`config.mk`:
```
export PLATFORM = sky130hd
export DESIGN_NAME = mpe_ctrl
export DESIGN_NICKNAME = d
export VERILOG_FILES = /design/src/verilog/mpe_pkg.sv /design/src/verilog/mpe_ctrl.sv /design/src/verilog/mpe_ram.sv
export SDC_FILE = /design/constraint.sdc
export NUM_CORES = 1
export LEC_CHECK = 0
export BUFFER_PORTS_ARGS = -buffer_cell sky130_fd_sc_hd__clkbuf_2
export CAP_MARGIN = 10
export CORE_UTILIZATION = 56
export DETAILED_ROUTE_END_ITERATION = 8
export PLACE_DENSITY = 0.9
export SETUP_SLACK_MARGIN = 0.3
export SYNTH_ARGS = -nofsm -noshare
export SYNTH_HDL_FRONTEND = slang
export SYNTH_SLANG_ARGS = --single-unit
export TNS_END_PERCENT = 30
```
`constraint.sdc`:
```
create_clock -name clock -period 3.55 [get_ports clock]
set_input_delay 0.355 -clock clock [delete_from_list [all_inputs] [get_ports clock]]
set_output_delay 0.355 -clock clock [all_outputs]
set_load 0.05 [all_outputs]
```
`src/verilog/mpe_pkg.sv`:
```
// Notes on behaviour
// - Idle request set ends the current instruction, then Idle begins.
// - In Idle the CPU clock stops; peripheral clocks keep running.
// - All CPU state stays unchanged throughout Idle.
// - Port pins freeze at their level on entry to Idle.
// - Strobes high in Idle, low in power-down; port 0 per memory; port 2 per memory in Idle, port data in power-down.
// - Enabled interrupt in Idle clears idle request and resumes after return.
// - Reset held 24 oscillator periods completes reset and leaves Idle.
// - Power-down request ends the current instruction, then stops oscillator.
// - Internal RAM and special registers are retained in power-down.
// - Power-down ends only by hardware reset or external interrupt.
// - Only the two enabled external interrupt pins wake power-down.
// - Low wake pin restarts the oscillator; its release completes the exit.
// - With both pins, first release exits; higher priority handler runs.
// - After the wake handler, execution continues after the request.
// - Reset exit reinitialises special registers; interrupt exit keeps them.
// - Internal RAM survives either way out of power-down.
// - Both requests set: power-down exit, both bits cleared, no Idle.
// - Emulation: strobes and ports 1-3 pulled up, port 0 floats.
// - An ordinary reset leaves emulation mode.
// - Control register index 87h: idle bit 0, power-down bit 1.
`default_nettype none
package mpe_pkg;
  localparam logic [7:0] POWER_CONTROL_IDX = 8'h87;
  localparam logic [11:0] POWER_CONTROL_ADDR = {2'h0, POWER_CONTROL_IDX, 2'h0};
  localparam logic [11:0] CFG_ADDR = 12'h000;
  localparam logic [11:0] PORT_ADDR = 12'h004;
  localparam logic [11:0] STAT_ADDR = 12'h008;
  localparam logic [11:0] RAM_BASE = 12'h100;
  localparam int RAM_AW = 4;
  localparam int RAM_DW = 8;

  localparam int IDLE_REQ_BIT = 0;
  localparam int PDOWN_REQ_BIT = 1;
  localparam int FLAG_ZERO_BIT = 2;
  localparam int FLAG_ONE_BIT = 3;
  localparam logic [3:0] POWER_CONTROL_RST = 4'h0;

  localparam int EXT_MEM_BIT = 0;
  localparam int IRQ0_EN_BIT = 1;
  localparam int IRQ1_EN_BIT = 2;
  localparam int IRQ1_PRIO_BIT = 3;
  localparam logic [3:0] CFG_RST = 4'h0;
  localparam logic [31:0] PORT_RST = 32'hffffffff;

  localparam int RST_HOLD_OSC = 24;
  localparam int CLK_PER_OSC = 1;
  localparam int RST_HOLD_CYC = RST_HOLD_OSC * CLK_PER_OSC;
  localparam logic [4:0] RST_CNT_LAST = 5'(RST_HOLD_CYC - 1);
  localparam logic [4:0] RST_CNT_FULL = 5'(RST_HOLD_CYC);

  localparam logic [1:0] SRC_CTRL = 2'h0;
  localparam logic [1:0] SRC_EXT0 = 2'h1;
  localparam logic [1:0] SRC_EXT1 = 2'h2;

  typedef enum logic [2:0] {
    ST_RUN = 3'h0,
    ST_IDLE = 3'h1,
    ST_PDOWN = 3'h3,
    ST_WAKE = 3'h2,
    ST_EMUL = 3'h6
  } mpe_state_t;

  typedef struct packed {
    logic [7:0] dout;
    logic [7:0] oe;
    logic pull;
  } mpe_port_t;

  typedef struct packed {
    logic addr_strb;
    logic addr_strb_oe;
    logic prog_strb;
    logic prog_strb_oe;
    logic pull;
  } mpe_strobe_t;

  localparam mpe_port_t PORT_PINS_RST = '{8'hff, 8'h00, 1'b1};
  localparam mpe_strobe_t STROBE_RST = '{1'b1, 1'b0, 1'b1, 1'b0, 1'b1};
endpackage
`default_nettype wire

```
`src/verilog/mpe_ctrl.sv`:
```
// The implementer's own choices: the register addresses and the APB interface to the registers.
`timescale 1ns/1ps
`default_nettype none
module mpe_ctrl
(
  input wire logic clock,
  input wire logic rst_n,
  input wire logic [11:0] paddr,
  input wire logic psel,
  input wire logic penable,
  input wire logic pwrite,
  input wire logic [31:0] pwdata,
  output logic [31:0] prdata,
  output logic pready,
  output logic pslverr,
  input wire logic rst_pin,
  input wire logic instr_done,
  input wire logic irq_pending,
  input wire logic ext_irq_zero_n,
  input wire logic ext_irq_one_n,
  input wire logic addr_strobe_in,
  input wire logic prog_strobe_in,
  input wire logic core_addr_strobe,
  input wire logic core_prog_strobe,
  input wire logic [7:0] cpu_addr_hi,
  output logic cpu_clk_en,
  output logic periph_clk_en,
  output logic osc_en,
  output logic sfr_reset,
  output logic wake_vector,
  output logic [1:0] vector_src,
  output logic emul_mode,
  output var mpe_pkg::mpe_strobe_t strobe_pins,
  output var mpe_pkg::mpe_port_t port0,
  output var mpe_pkg::mpe_port_t port1,
  output var mpe_pkg::mpe_port_t port2,
  output var mpe_pkg::mpe_port_t port3
);
  mpe_pkg::mpe_state_t state_reg;
  mpe_pkg::mpe_state_t state_next;
  logic [3:0] power_control_reg;
  logic [3:0] power_control_next;
  logic [3:0] cfg_reg;
  logic [31:0] port_data_reg;
  logic [4:0] rst_cnt_reg;
  logic emul_arm_reg;
  logic [1:0] wake_mask_reg;
  logic [1:0] wake_low;
  logic [1:0] released;
  logic reset_done;
  logic emul_enter;
  logic idle_wake;
  logic pd_wake;
  logic apb_access;
  logic wr_fire;
  logic sfr_wr_ok;
  logic ram_we;
  logic [7:0] ram_rdata;
  logic [31:0] read_mux;

  function automatic logic ram_hit(input logic [11:0] a);
    return a[11:6] == mpe_pkg::RAM_BASE[11:6];
  endfunction

  function automatic logic addr_hit(input logic [11:0] a);
    return (a[1:0] == 2'h0) && (ram_hit(a) ||
      a == mpe_pkg::POWER_CONTROL_ADDR || a == mpe_pkg::CFG_ADDR ||
      a == mpe_pkg::PORT_ADDR || a == mpe_pkg::STAT_ADDR);
  endfunction

  function automatic logic [1:0] pick_src(input logic [1:0] m,
                                          input logic prio_one);
    if (m == 2'h3)
      return prio_one ? mpe_pkg::SRC_EXT1 : mpe_pkg::SRC_EXT0;
    else if (m[1])
      return mpe_pkg::SRC_EXT1;
    else
      return mpe_pkg::SRC_EXT0;
  endfunction

  ////////////////////////////////////////////////////////////////////////
  // Reset pin qualification and emulation strap

  always_ff @(posedge clock)
  begin
    if (!rst_n || !rst_pin)
    begin
      rst_cnt_reg <= '0;
    end
    else if (rst_cnt_reg != mpe_pkg::RST_CNT_FULL)
    begin
      rst_cnt_reg <= rst_cnt_reg + 5'h01;
    end
  end

  // Oscillator runs in Idle, so a count of clocks is enough
  assign reset_done = rst_pin && (rst_cnt_reg == mpe_pkg::RST_CNT_LAST);

  // Latest strobe levels seen while reset is held
  always_ff @(posedge clock)
  begin
    if (!rst_n || !rst_pin)
    begin
      emul_arm_reg <= 1'b0;
    end
    else
    begin
      emul_arm_reg <= !addr_strobe_in && prog_strobe_in;
    end
  end

  // Strobe must still be low on the release cycle
  assign emul_enter = !rst_pin && (rst_cnt_reg == mpe_pkg::RST_CNT_FULL)
                      && emul_arm_reg && !addr_strobe_in;

  ////////////////////////////////////////////////////////////////////////
  // Mode sequencer

  assign wake_low = {cfg_reg[mpe_pkg::IRQ1_EN_BIT] && !ext_irq_one_n,
                     cfg_reg[mpe_pkg::IRQ0_EN_BIT] && !ext_irq_zero_n};
  assign released = wake_mask_reg & {ext_irq_one_n, ext_irq_zero_n};

  always_comb
  begin
    state_next = state_reg;
    if (reset_done)
    begin
      state_next = mpe_pkg::ST_RUN;
    end
    else if (emul_enter)
    begin
      state_next = mpe_pkg::ST_EMUL;
    end
    else if (!rst_pin)
    begin
      case (state_reg)
        mpe_pkg::ST_RUN:
        begin
          // Power-down wins when both requests are set
          if (instr_done && power_control_reg[mpe_pkg::PDOWN_REQ_BIT])
            state_next = mpe_pkg::ST_PDOWN;
          else if (instr_done && power_control_reg[mpe_pkg::IDLE_REQ_BIT])
            state_next = mpe_pkg::ST_IDLE;
        end
        mpe_pkg::ST_IDLE:
        begin
          if (irq_pending)
            state_next = mpe_pkg::ST_RUN;
        end
        mpe_pkg::ST_PDOWN:
        begin
          if (wake_low != 2'h0)
            state_next = mpe_pkg::ST_WAKE;
        end
        mpe_pkg::ST_WAKE:
        begin
          if (released != 2'h0)
            state_next = mpe_pkg::ST_RUN;
        end
        mpe_pkg::ST_EMUL:
        begin
          state_next = mpe_pkg::ST_EMUL;
        end
        default:
        begin
          state_next = mpe_pkg::ST_RUN;
        end
      endcase
    end
  end

  always_ff @(posedge clock)
  begin
    if (!rst_n)
    begin
      state_reg <= mpe_pkg::ST_RUN;
    end
    else
    begin
      state_reg <= state_next;
    end
  end

  assign idle_wake = (state_reg == mpe_pkg::ST_IDLE)
                     && (state_next == mpe_pkg::ST_RUN) && !reset_done;
  assign pd_wake = (state_reg == mpe_pkg::ST_WAKE)
                   && (state_next == mpe_pkg::ST_RUN) && !reset_done;

  // Either pin may join while the oscillator restarts
  always_ff @(posedge clock)
  begin
    if (!rst_n || state_next != mpe_pkg::ST_WAKE)
    begin
      wake_mask_reg <= 2'h0;
    end
    else if (state_reg == mpe_pkg::ST_WAKE)
    begin
      wake_mask_reg <= wake_mask_reg | wake_low;
    end
    else
    begin
      wake_mask_reg <= wake_low;
    end
  end

  // Core vectors and later returns to the instruction after the request
  always_ff @(posedge clock)
  begin
    if (!rst_n)
    begin
      wake_vector <= 1'b0;
      vector_src <= mpe_pkg::SRC_CTRL;
    end
    else
    begin
      wake_vector <= idle_wake || pd_wake;
      if (pd_wake)
        vector_src <= pick_src(wake_mask_reg,
                               cfg_reg[mpe_pkg::IRQ1_PRIO_BIT]);
      else if (idle_wake)
        vector_src <= mpe_pkg::SRC_CTRL;
    end
  end

  ////////////////////////////////////////////////////////////////////////
  // Clock, oscillator and reset controls

  always_ff @(posedge clock)
  begin
    if (!rst_n)
    begin
      cpu_clk_en <= 1'b1;
      periph_clk_en <= 1'b1;
      osc_en <= 1'b1;
      sfr_reset <= 1'b0;
      emul_mode <= 1'b0;
    end
    else
    begin
      // CPU clock gated keeps every core register except instr_done, which clears, as it was
      cpu_clk_en <= state_next == mpe_pkg::ST_RUN;
      periph_clk_en <= state_next == mpe_pkg::ST_RUN
                       || state_next == mpe_pkg::ST_IDLE;
      // Reset pin restarts the oscillator too
      osc_en <= state_next != mpe_pkg::ST_PDOWN || rst_pin;
      sfr_reset <= reset_done;
      emul_mode <= state_next == mpe_pkg::ST_EMUL;
    end
  end

  ////////////////////////////////////////////////////////////////////////
  // Register file

  assign apb_access = psel && penable;
  assign wr_fire = apb_access && pready && pwrite && addr_hit(paddr);
  // Config, port and RAM writes frozen outside normal run; power control stays writable
  assign sfr_wr_ok = wr_fire && (state_reg == mpe_pkg::ST_RUN);
  assign ram_we = sfr_wr_ok && ram_hit(paddr);

  always_comb
  begin
    power_control_next = power_control_reg;
    if (idle_wake)
      power_control_next[mpe_pkg::IDLE_REQ_BIT] = 1'b0;
    if (pd_wake)
    begin
      power_control_next[mpe_pkg::IDLE_REQ_BIT] = 1'b0;
      power_control_next[mpe_pkg::PDOWN_REQ_BIT] = 1'b0;
    end
    // Software write lands after the hardware clear, so a set wins
    if (wr_fire && paddr == mpe_pkg::POWER_CONTROL_ADDR)
      power_control_next = pwdata[3:0];
    if (reset_done)
      power_control_next = mpe_pkg::POWER_CONTROL_RST;
  end

  always_ff @(posedge clock)
  begin
    if (!rst_n)
    begin
      power_control_reg <= mpe_pkg::POWER_CONTROL_RST;
    end
    else
    begin
      power_control_reg <= power_control_next;
    end
  end

  always_ff @(posedge clock)
  begin
    if (!rst_n || reset_done)
    begin
      cfg_reg <= mpe_pkg::CFG_RST;
      port_data_reg <= mpe_pkg::PORT_RST;
    end
    else if (sfr_wr_ok && paddr == mpe_pkg::CFG_ADDR)
    begin
      cfg_reg <= pwdata[3:0];
    end
    else if (sfr_wr_ok && paddr == mpe_pkg::PORT_ADDR)
    begin
      port_data_reg <= pwdata;
    end
  end

  mpe_ram u_ram
  (
    .clock(clock),
    .rst_n(rst_n),
    .we(ram_we),
    .waddr(paddr[5:2]),
    .wdata(pwdata[7:0]),
    .raddr(paddr[5:2]),
    .rdata(ram_rdata)
  );

  always_comb
  begin
    read_mux = 32'h0;
    if (ram_hit(paddr))
      read_mux = {24'h0, ram_rdata};
    else
    begin
      case (paddr)
        mpe_pkg::POWER_CONTROL_ADDR: read_mux = {28'h0, power_control_reg};
        mpe_pkg::CFG_ADDR: read_mux = {28'h0, cfg_reg};
        mpe_pkg::PORT_ADDR: read_mux = port_data_reg;
        mpe_pkg::STAT_ADDR:
          read_mux = {21'h0, wake_mask_reg, rst_cnt_reg, emul_mode,
                      state_reg};
        default: read_mux = 32'h0;
      endcase
    end
  end

  // One wait state: RAM data arrive one cycle after the address
  always_ff @(posedge clock)
  begin
    if (!rst_n)
    begin
      pready <= 1'b0;
      pslverr <= 1'b0;
      prdata <= 32'h0;
    end
    else
    begin
      pready <= apb_access && !pready;
      pslverr <= apb_access && !pready && !addr_hit(paddr);
      if (apb_access && !pready)
        prdata <= read_mux;
    end
  end

  ////////////////////////////////////////////////////////////////////////
  // Pin drivers

  always_ff @(posedge clock)
  begin
    if (!rst_n)
    begin
      strobe_pins <= mpe_pkg::STROBE_RST;
      port0 <= mpe_pkg::PORT_PINS_RST;
      port1 <= mpe_pkg::PORT_PINS_RST;
      port2 <= mpe_pkg::PORT_PINS_RST;
      port3 <= mpe_pkg::PORT_PINS_RST;
    end
    else
    begin
      case (state_next)
        mpe_pkg::ST_RUN:
        begin
          // Strobes released during reset so a strap can be sensed
          if (rst_pin)
            strobe_pins <= mpe_pkg::STROBE_RST;
          else
            strobe_pins <= '{core_addr_strobe, 1'b1,
                             core_prog_strobe, 1'b1, 1'b0};
          port0.dout <= port_data_reg[7:0];
          port0.oe <= cfg_reg[mpe_pkg::EXT_MEM_BIT] ? 8'h00
                      : ~port_data_reg[7:0];
          port0.pull <= 1'b0;
          port1 <= '{port_data_reg[15:8], 8'hff, 1'b0};
          port2.dout <= cfg_reg[mpe_pkg::EXT_MEM_BIT] ? cpu_addr_hi
                        : port_data_reg[23:16];
          port2.oe <= 8'hff;
          port2.pull <= 1'b0;
          port3 <= '{port_data_reg[31:24], 8'hff, 1'b0};
        end
        mpe_pkg::ST_IDLE:
        begin
          // Ports simply hold; port 2 keeps the address it had
          strobe_pins <= '{1'b1, 1'b1, 1'b1, 1'b1, 1'b0};
        end
        mpe_pkg::ST_PDOWN, mpe_pkg::ST_WAKE:
        begin
          strobe_pins <= '{1'b0, 1'b1, 1'b0, 1'b1, 1'b0};
          port2.dout <= port_data_reg[23:16];
          port2.oe <= 8'hff;
        end
        mpe_pkg::ST_EMUL:
        begin
          strobe_pins <= mpe_pkg::STROBE_RST;
          port0 <= '{8'hff, 8'h00, 1'b0};
          port1 <= mpe_pkg::PORT_PINS_RST;
          port2 <= mpe_pkg::PORT_PINS_RST;
          port3 <= mpe_pkg::PORT_PINS_RST;
        end
        default:
        begin
          strobe_pins <= mpe_pkg::STROBE_RST;
        end
      endcase
    end
  end
endmodule // mpe_ctrl
`default_nettype wire

```
`src/verilog/mpe_ram.sv`:
```
`timescale 1ns/1ps
`default_nettype none
module mpe_ram
(
  input wire logic clock,
  input wire logic rst_n,
  input wire logic we,
  input wire logic [mpe_pkg::RAM_AW-1:0] waddr,
  input wire logic [mpe_pkg::RAM_DW-1:0] wdata,
  input wire logic [mpe_pkg::RAM_AW-1:0] raddr,
  output logic [mpe_pkg::RAM_DW-1:0] rdata
);
  // No reset on the array: contents must survive every reset
  logic [mpe_pkg::RAM_DW-1:0] mem [2**mpe_pkg::RAM_AW];

  always_ff @(posedge clock)
  begin
    if (we)
    begin
      mem[waddr] <= wdata;
    end
  end

  always_ff @(posedge clock)
  begin
    if (!rst_n)
    begin
      rdata <= '0;
    end
    else
    begin
      rdata <= mem[raddr];
    end
  end
endmodule // mpe_ram
`default_nettype wire
```
==> results.ini, run 1 <==
[status]
outcome = finished, final reports clean

[placement]
numPortBuffers = 180
place_area_mm2 = 0.01181
place_inst = 1227
gp_congestion = 0.8751
place_hpwl_um = 18420

[finish]
final-instance-count-excl-fill = 1279
finalNetCount = 1065
area_growth_pct = 16.80
final_area_mm2 = 0.01278
largest_reg_flops = 128
antenna_cells = 0
drive_gt1_share_pct = 30.91

[worst_setup_path]
crit_path_max_incr_delay_ns = 0.65
path_common_cell = nor2_1
rr_startpoint = state_reg[2]$_SDFF_PN0_
worstSetupStartpointType = flop
crit_type = reg -> reg
crit_slowest_cell = nor2_1
required_ns = 3.71
path_cells = or3_1 -> or4_1 -> nor2_1 -> nand3_1 -> nor2_1
cp.arrival_ns = 3.05
crit_fanout = 9
cp-end-kind = flop
cp-startpoint = state_reg[2]$_SDFF_PN0_

[hold_path]
hp-class = in -> reg
min_from = pwdata[14]

[route]
wl_per_cell_um = 22.99
totalWireLength_um = 29400
antenna_left = 0
top_layer = met4
routed-via-count = 7976
wl_met3_um = 2630
drc = 0
drt-met1-wl_um = 10700
vias_per_cell = 6.236
first_pass_iters = 7
wl_met2_um = 14570
drt-initial-drc-count = 967

[clock_tree]
numCtsBuffers = 28
clock-sinks = 277
cts_max_path_buffers = 3
clock_latency_ns = 0.54
path_clk_slew_ns = 0.06
cts_setup_buffers = 0
ctsResizeCount = 0
cts-root-buf = clkbuf_16
cts_hold_buf = 0
cts_tree = done
htreeDepth = 1

[sta]
fin_worst_skew_ns = 0.01458
rsz0062_at_grt = false
setup_tns_ns = 0
timing.final.crit_share_pct = 81.37
finalSetupViolations = 0
worst_slew_pin_slew_ns = 0.8095
whs_ns = 0.03098
max_freq_mhz = 346.2
final_max_slew_viol_count = 0
relSlewSlack_pct = 45.83
final.min_clock_period_ns = 2.889
hold_violations = 0

[power]
pwr_density_cell_mw_per_mm2 = 534.2
peakVddDrop_v = 0.0004468
leakage_uw = 0.005038
p_sw_share_pct = 22.84
p_comb_share_pct = 6.5
p_clk_share_pct = 44.2
internal_power_uw = 5266
pwr-share-seq_pct = 49.3
p_sw_uw = 1559

[floorplan]
pin_count = 181
dieArea_mm2 = 0.02010
fp.dieH_um = 141.8
num_rows = 50
core-area_mm2 = 0.01896
start_util_pct = 57.71
die_x_um = 141.8

[yosys]
ys_seq_elements = 277
synth-edff-count = 128
yosysTopAreaCell = edfxtp_1
synth_top_area_share_pct = 35.14
synthArstFlopShare_pct = 0
ys_types = 73
syn-num-nets = 920
ys.flop_type = dfxtp_1
ys_warn_count = 0
syn_inst = 852
synthTopCellsByArea = edfxtp_1 (35%), dfxtp_1 (27%), mux4_2 (8.2%)
syn_avg_cell_area_um2 = 12.84
synth_area_mm2 = 0.01094
synth-seq-area-share_pct = 62.40

[job]
maxCapViolCount = 0

[grt]
antenna_found_initial = 0
grt_pass1_wl_um = 45060
grt_overflow_total = 0
track_usage_pct = 29.62
grt_max_degree = 50
grt_pass1_vias = 7873

==> routing by layer <==
layer | GRT usage (%) | vias up
met5 | 0 | -
met4 | 14.88 | 0
met3 | 5.231 | 109
met2 | 49.94 | 546
met1 | 36.90 | 3863
li1 | - | 3458
==> critical path, delay by kind of cell, from the launching register on <==
kind	cells	cell delay, ns
and+or+nand+nor	5	2.11
DFF	1	0.39
==> worst paths after layout <==
kind | endpoint | slack, ns | cells after the start
worst max-delay path | u_ram.mem[11][0]$_DFFE_PP_ | 0.66 | 5
worst min-delay path | port_data_reg[14]$_SDFFE_PP1P_ | 0.03 | 3
worst max register to register | u_ram.mem[11][0]$_DFFE_PP_ | 0.66 | 5
worst min register to register | vector_src[1]$_SDFFE_PN0P_ | 0.47 | 2
==> cell usage in the layout (no fill, tap or decap), types with 11 or more instances in the layout <==
| master | n |
|---|---|
| clkbuf_2 | 182 |
| edfxtp_1 | 128 |
| nand3_1 | 43 |
| nor2_1 | 68 |
| clkbuf_16 | 31 |
| o21ai_0 | 14 |
| buf_4 | 16 |
| dfxtp_1 | 149 |
| mux4_2 | 40 |
| a22oi_1 | 41 |
| nand2_1 | 102 |
| o32a_1 | 21 |
| inv_1 | 16 |
| and2_1 | 11 |
| mux2i_1 | 14 |
==> metrics by stage <==
step / setup slack (ns) / total power [uW] / utilization [%]
finish: 0.6614 / 6825 / 67.41
global route: 0.4542 / 7004 / 67.41
CTS: 0.6970 / 6841 / 67.41
detailed placement: 0.3837 / 3868 / 62.31
global placement: 0.6268 / 3861 / 62.31
floorplan: 0.9158 / 3759 / -
==> cell usage after synthesis, drive strengths merged (3+ instances only) <==
cell / n
nor3b: 4
nand3: 43
and3: 3
o32ai: 11
clkbuf: 34
nand3b: 3
buf: 47
a31oi: 4
a31o: 4
dfxtp: 149
nor4: 4
a221oi: 4
xor2: 3
nand4: 3
a21oi: 10
inv: 17
and2: 13
a22oi: 41
nand2: 104
edfxtp: 128
or2: 4
and4: 4
mux2i: 14
o21ai: 15
o32a: 24
nor3: 10
nor2: 69
nand2b: 4
a211oi: 5
mux4: 40
==> cell type report <==
type / count / area, um^2
Inverter: 17 / 63.81
Sequential cell: 277 / 6827
Clock inverter: 9 / 92.59
Clock buffer: 43 / 873.3
Tap cell: 260 / 325.3
Multi-Input combinational cell: 476 / 3555
Fill cell: 1231 / 6178
Timing Repair Buffer: 197 / 1041
==> cell families after synthesis <==
| group | after synthesis | share of synthesized area [%] |
|---|---|---|
| muxes | 54 | 9.516 |
| xor gates and xnor gates | 5 | 0.5720 |
| buffers and inverters | 99 | 5.124 |
| DFF | 277 | 62.40 |
| AOI/OAI and AO/OA | 134 | 9.905 |
| adders and majority gates | 2 | 0.2287 |
| and+or+nand+nor | 281 | 12.25 |
==> power groups by stage <==
stage,Combinational (uW),Clock [uW],Sequential (uW)
after floorplan,288,0,3470
after global placement,426,0,3440
after detailed placement,431,0,3440
after CTS,437,3040,3370
after global routing,462,3170,3370
final,441,3020,3370
Power figures use the tool's default switching activity.
==> run 2: changes to the inputs <==
Settings changed: ABC_AREA set to 1.
Clock period 3.55 ns to 2.8 ns, I/O delays scaled along.
==> run 2 against run 1 <==
Clock skew increased by 0.0012 ns. Wire length increased by 6.0%. Total power increased by 27%. Final area increased by 4.0%. Sequential power increased by 27%. Critical path depth increased by 8. Synthesized cell count increased by 36%. Synthesized area increased by 1.4%. Final cell count increased by 27%.
==> results.ini, run 2 <==
[yosys]
synth_most_common_cell = nand2_1
synth-edff-count = 128  ; unchanged
synth-seq-area-share_pct = 61.52  ; -0.88 points
syn-num-nets = 1223  ; +33%
synth_top_area_share_pct = 34.64  ; -0.50 points
ys.flop_type = dfxtp_1
yosysTopAreaCell = edfxtp_1
ys_seq_elements = 277  ; unchanged
ys_types = 40  ; -45%
synth_common_cells = nand2_1 (243), nand3_1 (173), dfxtp_1 (149), edfxtp_1 (128), nor2_1 (77)
synthTopCellsByArea = edfxtp_1 (35%), dfxtp_1 (27%), nand2_1 (8.2%)
ys_warn_count = 0  ; unchanged
syn_avg_cell_area_um2 = 9.607  ; -25%
syn_inst = 1155  ; +36%
synth_area_mm2 = 0.01110  ; +1.4%
synthArstFlopShare_pct = 0  ; unchanged

[placement]
place_hpwl_um = 20080  ; +9.0%
gp_congestion = 1.030  ; +18%
numPortBuffers = 180  ; unchanged
place_area_mm2 = 0.01211  ; +2.5%
place_inst = 1549  ; +26%

[sta]
hold_violations = 0  ; unchanged
fin_worst_skew_ns = 0.01580  ; +0.001221 ns
worst_slew_pin_slew_ns = 0.6074  ; -0.2021 ns
max_freq_mhz = 421.4  ; +22%
whs_ns = 0.01106  ; -0.01992 ns
timing.final.crit_share_pct = 84.75  ; +3.4 points
rsz0062_at_grt = true
relSlewSlack_pct = 59.46  ; +14 points
finalSetupViolations = 0  ; unchanged
final_max_slew_viol_count = 0  ; unchanged
final.min_clock_period_ns = 2.373  ; -0.5155 ns
setup_tns_ns = 0  ; unchanged

[finish]
largest_reg_flops = 128  ; unchanged
area_growth_pct = 19.78
final_cell_mix = nand2_1 (243), clkbuf_2 (180), nand3_1 (173)
drive_gt1_share_pct = 22.55  ; -8.4 points
finalNetCount = 1405  ; +32%
final-instance-count-excl-fill = 1623  ; +27%
final_area_mm2 = 0.01329  ; +4.0%
layout_commonest_cell = nand2_1

[clock_tree]
cts_tree = done
cts_setup_buffers = 0  ; unchanged
cts_max_path_buffers = 3  ; unchanged
clock_latency_ns = 0.53  ; about the same
cts-root-buf = clkbuf_16
numCtsBuffers = 27  ; -3.6%
clock-sinks = 277  ; unchanged
path_clk_slew_ns = 0.06  ; about the same
htreeDepth = 1  ; unchanged

[route]
drc = 0  ; unchanged
wl_per_cell_um = 19.20  ; -16%
routed-via-count = 9578  ; +20%
drt-initial-drc-count = 1131  ; +17%
vias_per_cell = 5.901  ; -5.4%
totalWireLength_um = 31170  ; +6.0%
first_pass_iters = 6  ; -1
antenna_left = 0  ; unchanged

[floorplan]
pin_count = 181  ; unchanged
core-area_mm2 = 0.01946  ; +2.7%
start_util_pct = 57.01  ; -0.70 points
die_x_um = 142.8  ; +0.70%
dieArea_mm2 = 0.02038  ; +1.4%
num_rows = 51  ; +2.0%
fp.dieH_um = 142.8  ; +0.70%

[worst_setup_path]
worstRegToRegCells = 13  ; +8
cp-end-kind = flop
required_ns = 3.20  ; -0.51 ns
path_common_cell = nand2_1
crit_path_max_incr_delay_ns = 0.34  ; -0.31 ns
worstSetupStartpointType = flop
path_cells = ha_1 -> nand2_1 -> clkinv_1 -> nand4_2 -> nand2_1 -> nor2_1 -> nand2_2 -> nand3_2 -> buf_4 -> nand2_2 -> buf_4 -> o22ai_1 -> nand2_1
crit_slowest_cell = dfxtp_1
crit_type = reg -> reg
rr_startpoint = rst_cnt_reg[0]$_SDFFE_PP0P_
cp.arrival_ns = 2.77  ; -0.28 ns
rr_endpoint = port0[14]$_SDFFE_PN1P_
r2r_slack_ns = 0.43  ; -0.23 ns
crit_fanout = 24  ; +15

[power]
pwr_density_cell_mw_per_mm2 = 653.2  ; +22%
leakage_uw = 0.005362  ; +6.4%
peakVddDrop_v = 0.0008018  ; +79%

[grt]
track_usage_pct = 30.51  ; +0.89 points
grt_pass1_wl_um = 47440  ; +5.3%
grt_overflow_total = 0  ; unchanged
grt_pass1_vias = 8926  ; +13%
antenna_found_initial = 1  ; +1
grt_max_degree = 53  ; +6.0%

[hold_path]
min_from = prog_strobe_in
whs_endpoint = emul_arm_reg$_SDFF_PP0_
hp-class = in -> reg
hold-path-cell-count = 2  ; -1

[status]
outcome = finished, final reports clean

[job]
maxCapViolCount = 0  ; unchanged

## run 2: cell count changes in the layout (fill, tap and decap cells not counted), moves of 17 or more
cell	previous run	this run
buf_4	16	33
a21oi_1	8	54
o22ai_1	2	26
inv_1	16	59
dlygate4sd3_1	0	24
nand2_1	102	243
mux4_2	40	0
o32a_1	21	0
nand3_1	43	173
## run 2: cells by family (layout without fill, tap and decap cells)
group           after synthesis  in the layout  share of synthesized area (%)
simple gates                537            537                          21.35
flops                       277            277                          61.52
compound gates              179            179                          10.02
buf+inv                     159            361                          6.788
fa+ha+maj                     2              2                         0.2255
mux                           1              1                        0.09022
other cells                   0              1                              0
## run 2: repair_timing
| action | CTS | global route |
|---|---|---|
| hold endpoints to repair | 23 | 1 |
| resized for setup | 0 | 3 |
| endpoints found under the setup margin | 0 | 12 |
| hold buffers | 23 | 1 |
## run 2: metal layers
| layer | wire, um | global-route usage, % |
|---|---|---|
| met5 | 0 | 0 |
| met4 | 1693 | 14.66 |
| met3 | 3430 | 7.042 |
| met2 | 14520 | 49.69 |
| met1 | 11520 | 38.46 |
## run 2: worst max path at each step
stage | depth (start not counted) | start | endpoint | slack (ns)
finish | 13 | rst_cnt_reg[0]$_SDFFE_PP0P_ | port0[14]$_SDFFE_PN1P_ | 0.43
global route | 11 | rst_cnt_reg[0]$_SDFFE_PP0P_ | port2[13]$_SDFFE_PN1P_ | 0.26
CTS | 11 | rst_cnt_reg[0]$_SDFFE_PP0P_ | port1[14]$_SDFFE_PN1P_ | 0.36
detailed placement | 13 | paddr[1] | u_ram.mem[13][4]$_DFFE_PP_ | 0.33
global placement | 13 | paddr[1] | u_ram.mem[2][4]$_DFFE_PP_ | 0.41
floorplan | 8 | pready$_SDFF_PN0_ | u_ram.mem[2][0]$_DFFE_PP_ | 0.64
## run 2: power breakdown
part | leakage [uW] | internal [uW] | total (uW) | switching, uW
clock | 0.000452 | 2150 | 3700 | 1550
combinational | 0.00255 | 175 | 704 | 529
sequential | 0.00236 | 4260 | 4280 | 23.0
## run 2: per-stage QoR
stage          util, %  power, uW  worst slack, ns
6_report         68.29       8681           0.4269
3_3_place_gp     62.22       5017           0.4089
4_1_cts          68.14       8666           0.3566
2_1_floorplan        -       4849           0.6386
5_1_grt          68.29       8889           0.2580
3_5_place_dp     62.22       5027           0.3306
## run 2: final cells by class
| cell class | count | area, um^2 |
|---|---|---|
| Inverter | 75 | 285.3 |
| Clock inverter | 14 | 146.4 |
| Timing Repair Buffer | 237 | 1389 |
| Clock buffer | 35 | 775.7 |
| Fill cell | 1316 | 6172 |
| Tap cell | 265 | 331.6 |
| Sequential cell | 277 | 6827 |
| Antenna cell | 1 | 2.502 |
| Multi-Input combinational cell | 719 | 3533 |
## run 2: worst max-delay path: cells and delay by family (launching register included)
| kind | cells | cell delay [ns] |
|---|---|---|
| simple gates | 8 | 0.95 |
| buf+inv | 3 | 0.57 |
| flops | 1 | 0.34 |
| fa+ha+maj | 1 | 0.22 |
| compound gates | 1 | 0.17 |
